File: config.mk
export PLATFORM = sky130hd
export DESIGN_NAME = fcs_host_ctrl
export DESIGN_NICKNAME = d
export VERILOG_FILES = /design/src/rtl/fcs_bus_cycle.v /design/src/rtl/fcs_host_ctrl.v
export VERILOG_INCLUDE_DIRS = /design/src /design/src/common
export SDC_FILE = /design/constraint.sdc
export NUM_CORES = 1
export LEC_CHECK = 0
export BUFFER_PORTS_ARGS = -buffer_cell sky130_fd_sc_hd__buf_2
export CORE_UTILIZATION = 61
export CTS_CLUSTER_DIAMETER = 50
export DETAILED_ROUTE_END_ITERATION = 6
export HOLD_SLACK_MARGIN = 0.15
export PLACE_DENSITY = 0.95
export SETUP_SLACK_MARGIN = 0.1
export SLEW_MARGIN = 20
export SYNTH_ARGS = -nofsm -noshare
export SYNTH_HDL_FRONTEND = slang
export SYNTH_SLANG_ARGS = --single-unit
export TNS_END_PERCENT = 100
File: constraint.sdc
create_clock -name clk_sys -period 3.39 [get_ports clk_sys]
set_clock_uncertainty 0.1 [all_clocks]
set_input_delay 0 -clock clk_sys [delete_from_list [all_inputs] [get_ports clk_sys]]
set_output_delay 0 -clock clk_sys [all_outputs]
set_load 0.1 [all_outputs]
File: src/common/fcs_consts.vh
// Constants for the flash command sequencer host controller
`ifndef FCS_CONSTS_VH
`define FCS_CONSTS_VH

// ****************************************************************
// Timing
// ****************************************************************
`define FCS_CLK_MHZ        40
`define FCS_T_AS_NS        25
`define FCS_T_WP_NS        35
`define FCS_T_WPH_NS       30
`define FCS_T_ACC_NS       120
`define FCS_T_RP_NS        500
`define FCS_T_RH_NS        50
// Cycle counts are the ns figures rounded up at the clock rate; keep them in step
`define FCS_T_AS_CYC       5'h01
`define FCS_T_WP_CYC       5'h02
`define FCS_T_WPH_CYC      5'h02
`define FCS_T_ACC_CYC      5'h05
`define FCS_T_RP_CYC       5'h14
`define FCS_T_RH_CYC       5'h02

// ****************************************************************
// Flash command codes and unlock addresses
// ****************************************************************
`define FCS_UNLOCK1_ADDR_W 18'h00555
`define FCS_UNLOCK2_ADDR_W 18'h002aa
`define FCS_UNLOCK1_ADDR_B 18'h00aaa
`define FCS_UNLOCK2_ADDR_B 18'h00555
`define FCS_UNLOCK1_DATA   16'h00aa
`define FCS_UNLOCK2_DATA   16'h0055
`define FCS_CMD_AUTOSEL    16'h0090
`define FCS_CMD_PROG       16'h00a0
`define FCS_CMD_ERASE_SET  16'h0080
`define FCS_CMD_CHIP_ERASE 16'h0010
`define FCS_CMD_RESET      16'h00f0

// ****************************************************************
// Status bits on the flash data bus
// ****************************************************************
`define FCS_DQ_POLL        7
`define FCS_DQ_TOGGLE      6
`define FCS_DQ_TIMEOUT     5

// ****************************************************************
// Register map, byte offsets
// ****************************************************************
`define FCS_REG_CTRL       5'h00
`define FCS_REG_ADDR       5'h04
`define FCS_REG_WDATA      5'h08
`define FCS_REG_RDATA      5'h0c
`define FCS_REG_STATUS     5'h10

// Control fields
`define FCS_CTRL_OP        2:0
`define FCS_CTRL_BYTE      3

// Operation codes
`define FCS_OP_NONE        3'h0
`define FCS_OP_READ        3'h1
`define FCS_OP_PROG        3'h2
`define FCS_OP_ERASE       3'h3
`define FCS_OP_AUTOSEL     3'h4
`define FCS_OP_RESET       3'h5
`define FCS_OP_HWRESET     3'h6

// Sequence lengths, last step index
`define FCS_LAST_PROG      3'd3
`define FCS_LAST_ERASE     3'd5
`define FCS_LAST_AUTOSEL   3'd3
`define FCS_LAST_SINGLE    3'd0

// Status fields
`define FCS_ST_BUSY        0
`define FCS_ST_DONE        1
`define FCS_ST_ERR         2
`define FCS_ST_RB          3
`define FCS_ST_AUTOSEL     4
`define FCS_ST_VERIFY      5

`endif

File: src/rtl/fcs_bus_cycle.v
// One asynchronous flash bus cycle, read or write, from clocked timing
`timescale 1ns/10ps
`include "fcs_consts.vh"
module fcs_bus_cycle (
    input  wire        clk_sys,
    input  wire        nrst,
    input  wire        start,
    input  wire        isWrite,
    input  wire [17:0] addr,
    input  wire [15:0] wdata,
    output reg         done,
    output reg  [15:0] rdata_q,
    output reg         flashCeN,
    output reg         flashWeN,
    output reg         flashOeN,
    output reg  [17:0] flashAddr,
    output reg  [15:0] flashDqOut,
    output reg         flashDqOe,
    input  wire [15:0] flashDqIn
);
    localparam S_IDLE   = 2'd0;
    localparam S_SETUP  = 2'd1;
    localparam S_STROBE = 2'd2;
    localparam S_HOLD   = 2'd3;

    reg [1:0] state_q;
    reg [4:0] cnt_q;
    reg       wr_q;

    // ****************************************************************
    // Pin sequencer
    // ****************************************************************
    always @(posedge clk_sys) begin
        if (!nrst) begin
            state_q    <= S_IDLE;
            cnt_q      <= 5'd0;
            wr_q       <= 1'b0;
            done       <= 1'b0;
            rdata_q    <= 16'h0000;
            flashCeN   <= 1'b1;
            flashWeN   <= 1'b1;
            flashOeN   <= 1'b1;
            flashAddr  <= 18'h00000;
            flashDqOut <= 16'h0000;
            flashDqOe  <= 1'b0;
        end else begin
            done <= 1'b0;
            case (state_q)
                S_IDLE: begin
                    if (start) begin
                        wr_q       <= isWrite;
                        flashAddr  <= addr;
                        flashDqOut <= wdata;
                        flashDqOe  <= isWrite;
                        flashCeN   <= 1'b0;
                        flashOeN   <= 1'b1;
                        cnt_q      <= `FCS_T_AS_CYC;
                        state_q    <= S_SETUP;
                    end
                end
                S_SETUP: begin
                    if (cnt_q <= 5'd1) begin
                        // Strobe falls after select: address taken here
                        if (wr_q)
                            flashWeN <= 1'b0;
                        else
                            flashOeN <= 1'b0;
                        cnt_q   <= wr_q ? `FCS_T_WP_CYC : `FCS_T_ACC_CYC;
                        state_q <= S_STROBE;
                    end else begin
                        cnt_q <= cnt_q - 5'd1;
                    end
                end
                S_STROBE: begin
                    if (cnt_q <= 5'd1) begin
                        // Strobe rises first with select still low: data taken
                        flashWeN <= 1'b1;
                        flashOeN <= 1'b1;
                        if (!wr_q)
                            rdata_q <= flashDqIn;
                        cnt_q   <= `FCS_T_WPH_CYC;
                        state_q <= S_HOLD;
                    end else begin
                        cnt_q <= cnt_q - 5'd1;
                    end
                end
                S_HOLD: begin
                    flashCeN <= 1'b1;
                    if (cnt_q <= 5'd1) begin
                        flashDqOe <= 1'b0;
                        done      <= 1'b1;
                        state_q   <= S_IDLE;
                    end else begin
                        cnt_q <= cnt_q - 5'd1;
                    end
                end
                default: state_q <= S_IDLE;
            endcase
        end
    end
endmodule

File: src/rtl/fcs_host_ctrl.v
// Host-side flash command sequencer with Avalon-MM control registers
`timescale 1ns/10ps
`include "fcs_consts.vh"
module fcs_host_ctrl (
    input  wire        clk_sys,
    input  wire        nrst,
    input  wire [4:0]  avsAddress,
    input  wire        avsRead,
    input  wire        avsWrite,
    input  wire [31:0] avsWriteData,
    input  wire [3:0]  avsByteEnable,
    output reg  [31:0] avsReadData,
    output wire        avsWaitRequest,
    output wire        flashCeN,
    output wire        flashWeN,
    output wire        flashOeN,
    output wire [17:0] flashAddr,
    output wire [15:0] flashDqOut,
    output wire        flashDqOe,
    input  wire [15:0] flashDqIn,
    output reg         flashByteModeN,
    output reg         flashResetN,
    input  wire        readyBusyIn
);
    localparam S_IDLE   = 3'd0;
    localparam S_SEQ    = 3'd1;
    localparam S_WAIT   = 3'd2;
    localparam S_POLL   = 3'd3;
    localparam S_PWAIT  = 3'd4;
    localparam S_HWRST  = 3'd5;
    localparam S_HWWAIT = 3'd6;

    reg  [2:0]  state_q;
    reg  [2:0]  curOp_q;
    reg  [2:0]  step_q;
    reg  [4:0]  cnt_q;
    reg         byteMode_q;
    reg  [17:0] addr_q;
    reg  [15:0] wdata_q;
    reg  [15:0] rdata_q;
    reg  [15:0] prev_q;
    reg         havePrev_q;
    reg         timeoutSeen_q;
    reg         busy_q;
    reg         done_q;
    reg         err_q;
    reg         verifyErr_q;
    reg         autosel_q;
    reg         ack_q;
    reg         cycStart;
    wire        cycDone;
    wire [15:0] cycRdata;
    wire        accept;
    wire        ctrlWrite;
    wire [31:0] statusWord;

    // ****************************************************************
    // Command sequence tables
    // ****************************************************************
    function [17:0] stepAddr;
        input [2:0]  op;
        input [2:0]  step;
        input        byteMode;
        input [17:0] userAddr;
        reg   [17:0] u1;
        reg   [17:0] u2;
        begin
            u1 = byteMode ? `FCS_UNLOCK1_ADDR_B : `FCS_UNLOCK1_ADDR_W;
            u2 = byteMode ? `FCS_UNLOCK2_ADDR_B : `FCS_UNLOCK2_ADDR_W;
            case (step)
                3'd0:    stepAddr = (op == `FCS_OP_READ || op == `FCS_OP_RESET) ? userAddr : u1;
                3'd1:    stepAddr = u2;
                3'd2:    stepAddr = u1;
                3'd3:    stepAddr = (op == `FCS_OP_ERASE) ? u1 : userAddr;
                3'd4:    stepAddr = u2;
                default: stepAddr = u1;
            endcase
        end
    endfunction

    function [15:0] stepData;
        input [2:0]  op;
        input [2:0]  step;
        input [15:0] userData;
        begin
            case (step)
                3'd0:    stepData = (op == `FCS_OP_RESET) ? `FCS_CMD_RESET : `FCS_UNLOCK1_DATA;
                3'd1:    stepData = `FCS_UNLOCK2_DATA;
                3'd2: begin
                    case (op)
                        `FCS_OP_PROG:  stepData = `FCS_CMD_PROG;
                        `FCS_OP_ERASE: stepData = `FCS_CMD_ERASE_SET;
                        default:       stepData = `FCS_CMD_AUTOSEL;
                    endcase
                end
                3'd3:    stepData = (op == `FCS_OP_ERASE) ? `FCS_UNLOCK1_DATA : userData;
                3'd4:    stepData = `FCS_UNLOCK2_DATA;
                default: stepData = `FCS_CMD_CHIP_ERASE;
            endcase
        end
    endfunction

    function [2:0] lastStep;
        input [2:0] op;
        begin
            case (op)
                `FCS_OP_PROG:    lastStep = `FCS_LAST_PROG;
                `FCS_OP_ERASE:   lastStep = `FCS_LAST_ERASE;
                `FCS_OP_AUTOSEL: lastStep = `FCS_LAST_AUTOSEL;
                default:         lastStep = `FCS_LAST_SINGLE;
            endcase
        end
    endfunction

    function stepIsRead;
        input [2:0] op;
        input [2:0] step;
        begin
            stepIsRead = (op == `FCS_OP_READ) || (op == `FCS_OP_AUTOSEL && step == `FCS_LAST_AUTOSEL);
        end
    endfunction

    function [31:0] mergeBytes;
        input [31:0] old;
        input [31:0] wd;
        input [3:0]  be;
        integer      i;
        begin
            mergeBytes = old;
            for (i = 0; i < 4; i = i + 1) begin
                if (be[i])
                    mergeBytes[i*8 +: 8] = wd[i*8 +: 8];
            end
        end
    endfunction

    // ****************************************************************
    // Avalon-MM slave
    // ****************************************************************
    assign avsWaitRequest = (avsRead | avsWrite) & ~ack_q;
    assign accept         = (avsRead | avsWrite) & ack_q;
    assign ctrlWrite      = accept & avsWrite & (avsAddress == `FCS_REG_CTRL) & avsByteEnable[0];

    assign statusWord = {26'h0000000, verifyErr_q, autosel_q, readyBusyIn, err_q, done_q, busy_q};

    wire [31:0] addrMerged  = mergeBytes({14'h0000, addr_q}, avsWriteData, avsByteEnable);
    wire [31:0] wdataMerged = mergeBytes({16'h0000, wdata_q}, avsWriteData, avsByteEnable);

    always @(posedge clk_sys) begin
        if (!nrst) begin
            ack_q       <= 1'b0;
            avsReadData <= 32'h00000000;
        end else begin
            ack_q <= (avsRead | avsWrite) & ~ack_q;
            if (avsRead & ~ack_q) begin
                case (avsAddress)
                    `FCS_REG_CTRL:   avsReadData <= {28'h0000000, byteMode_q, curOp_q};
                    `FCS_REG_ADDR:   avsReadData <= {14'h0000, addr_q};
                    `FCS_REG_WDATA:  avsReadData <= {16'h0000, wdata_q};
                    `FCS_REG_RDATA:  avsReadData <= {16'h0000, rdata_q};
                    `FCS_REG_STATUS: avsReadData <= statusWord;
                    default:         avsReadData <= 32'h00000000;
                endcase
            end
        end
    end

    // ****************************************************************
    // Pin engine
    // ****************************************************************
    fcs_bus_cycle u_cycle (
        .clk_sys    (clk_sys),
        .nrst       (nrst),
        .start      (cycStart),
        .isWrite    (~((state_q == S_POLL) | stepIsRead(curOp_q, step_q))),
        .addr       (state_q == S_POLL ? addr_q : stepAddr(curOp_q, step_q, byteMode_q, addr_q)),
        .wdata      (stepData(curOp_q, step_q, wdata_q)),
        .done       (cycDone),
        .rdata_q    (cycRdata),
        .flashCeN   (flashCeN),
        .flashWeN   (flashWeN),
        .flashOeN   (flashOeN),
        .flashAddr  (flashAddr),
        .flashDqOut (flashDqOut),
        .flashDqOe  (flashDqOe),
        .flashDqIn  (flashDqIn)
    );

    always @* begin
        cycStart = (state_q == S_SEQ) || (state_q == S_POLL);
    end

    // ****************************************************************
    // Operation sequencer
    // ****************************************************************
    always @(posedge clk_sys) begin
        if (!nrst) begin
            state_q        <= S_IDLE;
            curOp_q        <= `FCS_OP_NONE;
            step_q         <= 3'd0;
            cnt_q          <= 5'd0;
            byteMode_q     <= 1'b0;
            addr_q         <= 18'h00000;
            wdata_q        <= 16'h0000;
            rdata_q        <= 16'h0000;
            prev_q         <= 16'h0000;
            havePrev_q     <= 1'b0;
            timeoutSeen_q  <= 1'b0;
            busy_q         <= 1'b0;
            done_q         <= 1'b0;
            err_q          <= 1'b0;
            verifyErr_q    <= 1'b0;
            autosel_q      <= 1'b0;
            flashByteModeN <= 1'b1;
            flashResetN    <= 1'b1;
        end else begin
            // Parameter registers only move while idle so a running sequence is stable
            if (accept && avsWrite && !busy_q) begin
                if (avsAddress == `FCS_REG_ADDR)
                    addr_q <= addrMerged[17:0];
                if (avsAddress == `FCS_REG_WDATA)
                    wdata_q <= wdataMerged[15:0];
            end
            case (state_q)
                S_IDLE: begin
                    // Start ignored while busy; software sees busy in status
                    if (ctrlWrite && avsWriteData[`FCS_CTRL_OP] != `FCS_OP_NONE) begin
                        curOp_q        <= avsWriteData[`FCS_CTRL_OP];
                        byteMode_q     <= avsWriteData[`FCS_CTRL_BYTE];
                        flashByteModeN <= ~avsWriteData[`FCS_CTRL_BYTE];
                        busy_q         <= 1'b1;
                        done_q         <= 1'b0;
                        err_q          <= 1'b0;
                        verifyErr_q    <= 1'b0;
                        step_q         <= 3'd0;
                        havePrev_q     <= 1'b0;
                        timeoutSeen_q  <= 1'b0;
                        if (avsWriteData[`FCS_CTRL_OP] == `FCS_OP_HWRESET) begin
                            flashResetN <= 1'b0;
                            cnt_q       <= `FCS_T_RP_CYC;
                            state_q     <= S_HWRST;
                        end else begin
                            state_q <= S_SEQ;
                        end
                    end
                end
                S_SEQ: state_q <= S_WAIT;
                S_WAIT: begin
                    if (cycDone) begin
                        if (stepIsRead(curOp_q, step_q))
                            rdata_q <= cycRdata;
                        if (step_q == lastStep(curOp_q)) begin
                            if (curOp_q == `FCS_OP_PROG || curOp_q == `FCS_OP_ERASE) begin
                                state_q <= S_POLL;
                            end else begin
                                if (curOp_q == `FCS_OP_AUTOSEL)
                                    autosel_q <= 1'b1;
                                if (curOp_q == `FCS_OP_RESET)
                                    autosel_q <= 1'b0;
                                busy_q  <= 1'b0;
                                done_q  <= 1'b1;
                                state_q <= S_IDLE;
                            end
                        end else begin
                            step_q  <= step_q + 3'd1;
                            state_q <= S_SEQ;
                        end
                    end
                end
                S_POLL: state_q <= S_PWAIT;
                S_PWAIT: begin
                    if (cycDone) begin
                        prev_q     <= cycRdata;
                        havePrev_q <= 1'b1;
                        rdata_q    <= cycRdata;
                        state_q    <= S_POLL;
                        // Embedded operation ends when toggling stops and ready-busy agrees
                        if (havePrev_q && (prev_q[`FCS_DQ_TOGGLE] == cycRdata[`FCS_DQ_TOGGLE]) && readyBusyIn) begin
                            busy_q  <= 1'b0;
                            done_q  <= 1'b1;
                            state_q <= S_IDLE;
                            // A 1 asked over a 0 reads back 0; flag the mismatch
                            if (curOp_q == `FCS_OP_PROG && cycRdata != wdata_q)
                                verifyErr_q <= 1'b1;
                        end else if (havePrev_q && cycRdata[`FCS_DQ_TIMEOUT]) begin
                            // Flag may rise just as the operation ends; confirm once
                            if (timeoutSeen_q) begin
                                err_q   <= 1'b1;
                                curOp_q <= `FCS_OP_RESET;
                                step_q  <= 3'd0;
                                state_q <= S_SEQ;
                            end
                            timeoutSeen_q <= 1'b1;
                        end
                    end
                end
                S_HWRST: begin
                    if (cnt_q <= 5'd1) begin
                        flashResetN <= 1'b1;
                        cnt_q       <= `FCS_T_RH_CYC;
                        state_q     <= S_HWWAIT;
                    end else begin
                        cnt_q <= cnt_q - 5'd1;
                    end
                end
                S_HWWAIT: begin
                    if (cnt_q <= 5'd1) begin
                        autosel_q <= 1'b0;
                        busy_q    <= 1'b0;
                        done_q    <= 1'b1;
                        state_q   <= S_IDLE;
                    end else begin
                        cnt_q <= cnt_q - 5'd1;
                    end
                end
                default: state_q <= S_IDLE;
            endcase
        end
    end
endmodule

* Word-level counts from Yosys, hierarchy flattened *
Index checks and enable logic that the tools add are counted.

operators by class
  add/sub/neg operators = 3
  $lt $le $gt $ge = 2
  equality and inequality tests = 50
  mux-type cells = 115
  bitwise gates (word level) = 12
  reduce and logical (&&, ||, !) cells = 57

operator list
  operator              number
  $pmux W18 S5          1
  $mux W3               23
  $mux W16              4
  $pmux W16 S4          1
  $mux W18              3
  $pmux W18 S3          1
  $mux W1               42
  $mux W5               8
  $ne A2 B2 Y1 const B  17
  $pmux W16 S2          1
  $reduce_and A3 Y1     8
  $eq A3 B3 Y1 const B  7
  $pmux W3 S7           1
  $pmux W5 S4           1
  $reduce_and A4 Y1     5
  $reduce_and A5 Y1     4
  $eq A3 B2 Y1 const B  6
  $pmux W1 S2           9
  $mux W2               8
  $ne A16 B16 Y1        1
  $reduce_and A8 Y1     2
  $pmux W5 S3           1
  $mux W12              1
  $ne A2 B1 Y1 const B  6
  35 further kinds      78

word-level totals
  flip-flop bits (word level) = 177
  bits of input ports = 62
  output and inout port bits = 73
  logic and storage cells = 273

* Longest topological paths before layout *
  depth in word-level cells = 10
  gate-level depth with buffers = 9
  depth with buffers taken out = 7

* By module *
From an unflattened synthesis, not the netlist that was laid out.

second synthesis, totals
  cell total of the unflattened synthesis = 1000
  area, all modules = 8167.8 um^2

modules (own cells, without submodules)
  module         times used  cells each  area an instance (um^2)  seq. area each (um^2)
  fcs_host_ctrl  1           705         5639.2                   1881.8
  fcs_bus_cycle  1           295         2528.7                   1261.2

* Worst setup path before layout *
Ideal clock, no wire load.

  path kind = register to register
  start point = register step_q[1]
  end point = register u_cycle.flashAddr[0]
  library setup time = 61 ps
  data arrival time = 2108 ps
  required time = 3229 ps
  slack = 1121 ps
  stages on the path, launching flop included = 9
  buffers on the path = 1
  clock period less this slack = 2269 ps
  path through = dfxtp_1 > clkbuf_1 > inv_1 > ha_1 > nor2b_1 > nor2_1 > or3_1 > a311oi_2 > a221o_1

between the ends
  cells in the longest elaborated chain, start to end = 4
  elaborated cells between the ends (all ways) = 7
  those cells by class = eq/ne (3); mux (2); reduce/logical (2)

RTL lines
  item                                          line                 text
  start, declared                               fcs_host_ctrl.v:35   reg [2:0] step_q;
  start signal, assigned                        fcs_host_ctrl.v:265  step_q <= step_q + 3'd1;
  $eq A3 B3 Y1 or $eq A3 B1 Y1 (tied branches)  fcs_host_ctrl.v:70   case (step)
  $reduce_or A2 Y1 (no source line)             -
  $pmux W18 S3 *                                fcs_host_ctrl.v:70
  $mux W18 *                                    fcs_host_ctrl.v:176  .addr (state_q == S_POLL ? addr_q : stepAddr(curOp_q, step_q, byteMode_q, addr_q)),
  end signal, assigned                          fcs_bus_cycle.v:52   flashAddr <= addr;
  end, declared                                 fcs_bus_cycle.v:16   output reg [17:0] flashAddr,

Every way passes the cells marked *; elsewhere a longest branch is shown, timed or not.
A chain may end at the register's enable or synchronous reset.

* Worst setup path after layout *
  start point = register step_q[0]
  end point = register u_cycle.flashAddr[14]

The elaborated chain is that of the path after synthesis.

==> results.json <==
{
  "status": "finished, final reports clean",
  "dp_hpwl_um": 15800,
  "drc": 0,
  "place_area_um2": 8540,
  "place_inst": 1210,
  "antenna_found_initial": 0,
  "vias": 9020,
  "synth_edf_count": 0,
  "grt_overflow": 0,
  "hold_violations": 0,
  "power.total_w": 0.00439,
  "worstMarginPinSlew_ns": 0.911,
  "synth_area_leaders": "dfxtp_1, a21oi_1, nand2_1",
  "rows": 41,
  "diodes": 0,
  "grt_max_degree": 49,
  "cts_root_buf": "clkbuf_16",
  "timing.max_cap.violations": 0,
  "clock_latency_ns": 0.44,
  "synth-async-reset-ratio_pct": 0,
  "fillers": 759,
  "final_util_pct": 76.5,
  "finalNonFillerCells": 1300,
  "p_leak_nw": 3.77,
  "synth_cell_types": 77,
  "post_cts_resized": 0,
  "slew_violations": 0,
  "yosysTopAreaCell": "dfxtp_1",
  "rr_worst_depth": 6,
  "fin_crit_sh_pct": 89.1,
  "viasPerCell": 6.94,
  "synthCells": 989,
  "grt_pass1_vias": 8697,
  "period_needed_ns": 3.02,
  "p_per_area_nw_per_um2": 452,
  "die_w_um": 117,
  "multi_input_area_um2": 4490,
  "avgSynthCellArea_um2": 8.12,
  "hp-class": "primary input to flip-flop",
  "grt_usage_pct": 43.7,
  "crit_fanout": 15,
  "initial_core_util_pct": 63.1,
  "cts_hold_buf": 60,
  "rsz0062_at_grt": "false",
  "critical_path_class": "flip-flop to flip-flop",
  "clk_pin_slew_ns": 0.07,
  "ys.warnings.count": 0,
  "seq_area_um2": 3140,
  "synth_ff_type": "dfxtp_1",
  "drive_gt1_share_pct": 16.4,
  "finalSetupTns_ns": 0,
  "slew_headroom_pct": 39.1,
  "cts_tree": "done",
  "hold_path_depth": 4,
  "place.gp.congestion": 0.933,
  "port-buffer-count": 105,
  "ir_drop_uv": 346,
  "synth.top_cells.by_count": "dfxtp_1, nand2_1, a21oi_1",
  "clock_sinks": 157,
  "core_region_area_um2": 12700,
  "ys_seq_elements": 157,
  "required_ns": 3.66,
  "dr.pass1.iters": 7,
  "nets": 1193,
  "die_area_um2": 13600,
  "synth_top_area_share_pct": 39.2,
  "yosysMostFrequentCell": "dfxtp_1",
  "syn_to_final_growth_pct": 21.2,
  "htree_levels": 4,
  "pin_count": 135,
  "routed_wl_um": 28800,
  "postRouteAntennaNets": 0,
  "wl_per_cell_um": 22.1,
  "crit_path_start_kind": "flip-flop",
  "clk_path_buf_depth": 2,
  "worstSetupEndpointType": "flip-flop",
  "setup_viol": 0,
  "grt_pass1_wl_um": 44900,
  "die_h_um": 117,
  "ys_seq_area_share_pct": 39.2,
  "drt-initial-drc-count": 1549,
  "final_cell_area_um2": 9730,
  "worst_ep_arrival_time_ns": 3.29,
  "syn_area_um2": 8030,
  "post_cts_buffers": 0,
  "numCtsBuffers": 17,
  "fmax_mhz": 331
}
sequential cells by signal, indices dropped and copies added, names as in the netlist, 2 cells and up:
| register | cells |
|---|---|
| addr_q | 18 |
| avsReadData | 18 |
| cnt_q | 5 |
| curOp_q | 3 |
| rdata_q | 16 |
| state_q | 3 |
| step_q | 3 |
| u_cycle.cnt_q | 5 |
| u_cycle.flashAddr | 18 |
| u_cycle.flashDqOut | 16 |
| u_cycle.rdata_q | 16 |
| u_cycle.state_q | 2 |
| wdata_q | 16 |
power by group:
group	switching, W	internal, W
Clock	0.000805	0.00116
Combinational	0.000368	0.000168
Sequential	0.0000267	0.00187
Total	0.00120	0.00319
cell families after synthesis:
logic type	share of synthesized area (%)
buf+inv	5.58
fa+ha+maj	2.18
compound gates	21.7
xor+xnor	2.07
flops	39.2
simple gates	23.8
other cells	0.0467
mux	5.49
final cells by class:
type / count / area share, %
Timing Repair Buffer: 178 / 12.6
Multi-Input combinational cell: 745 / 46.1
Inverter: 18 / 0.694
Clock inverter: 8 / 1.09
Tap cell: 172 / 2.21
Sequential cell: 157 / 32.3
Clock buffer: 22 / 4.98
layout by cell type (no fill, tap or decap), types with 7 or more instances in the layout:
cell type        n
dfxtp_1        157
nand2_1        119
buf_2          105
a21oi_1         90
nor2_1          81
nand3_1         78
dlygate4sd3_1   60
o21ai_0         51
mux2i_1         26
nand2b_1        19
xnor2_1         19
inv_1           17
clkbuf_16       17
mux2_2          16
a22oi_1         15
nand4_1         14
ha_1            14
conb_1          14
nor3_1          13
buf_4           13
nor2b_1         11
or3_1           10
a211oi_1         9
o211ai_1         9
a221o_1          8
o21bai_1         7
nor4_1           7
per-stage QoR:
step,hold WS [ns],setup WS [ns]
final,0.241,0.370
after global routing,0.252,0.244
after CTS,0.233,0.560
after detailed placement,0.137,0.641
after global placement,0.129,0.726
after floorplan,0.0360,1.12
metal layers:
layer	share of wire, %	vias to the layer above	wire (um)	GRT usage (%)
met3	13	266	3610	13.8
li1	-	3795	-	-
met5	0	-	0	0
met4	8.7	0	2500	34.3
met2	46	864	13200	70.0
met1	33	4095	9440	48.3
final timing paths:
kind	from	endpoint	slack [ns]
max	step_q[0]$_SDFFE_PN0P_	u_cycle.flashAddr[14]$_SDFFE_PN0P_	0.37
min	flashDqIn[7]	u_cycle.rdata_q[7]$_SDFFE_PN0P_	0.24
max reg2reg	step_q[0]$_SDFFE_PN0P_	u_cycle.flashAddr[14]$_SDFFE_PN0P_	0.37
min reg2reg	u_cycle.flashDqOut[11]$_SDFFE_PN0P_	u_cycle.flashDqOut[11]$_SDFFE_PN0P_	0.36
critical path: stages (launching register included):
cell,delay [ns]
dfxtp_1,0.65
ha_1,0.24
ha_1,0.46
nor2_1,0.13
or3_1,0.43
a21oi_1,0.66
a22o_1,0.28
Note: power is estimated with default switching activity, not from simulation.
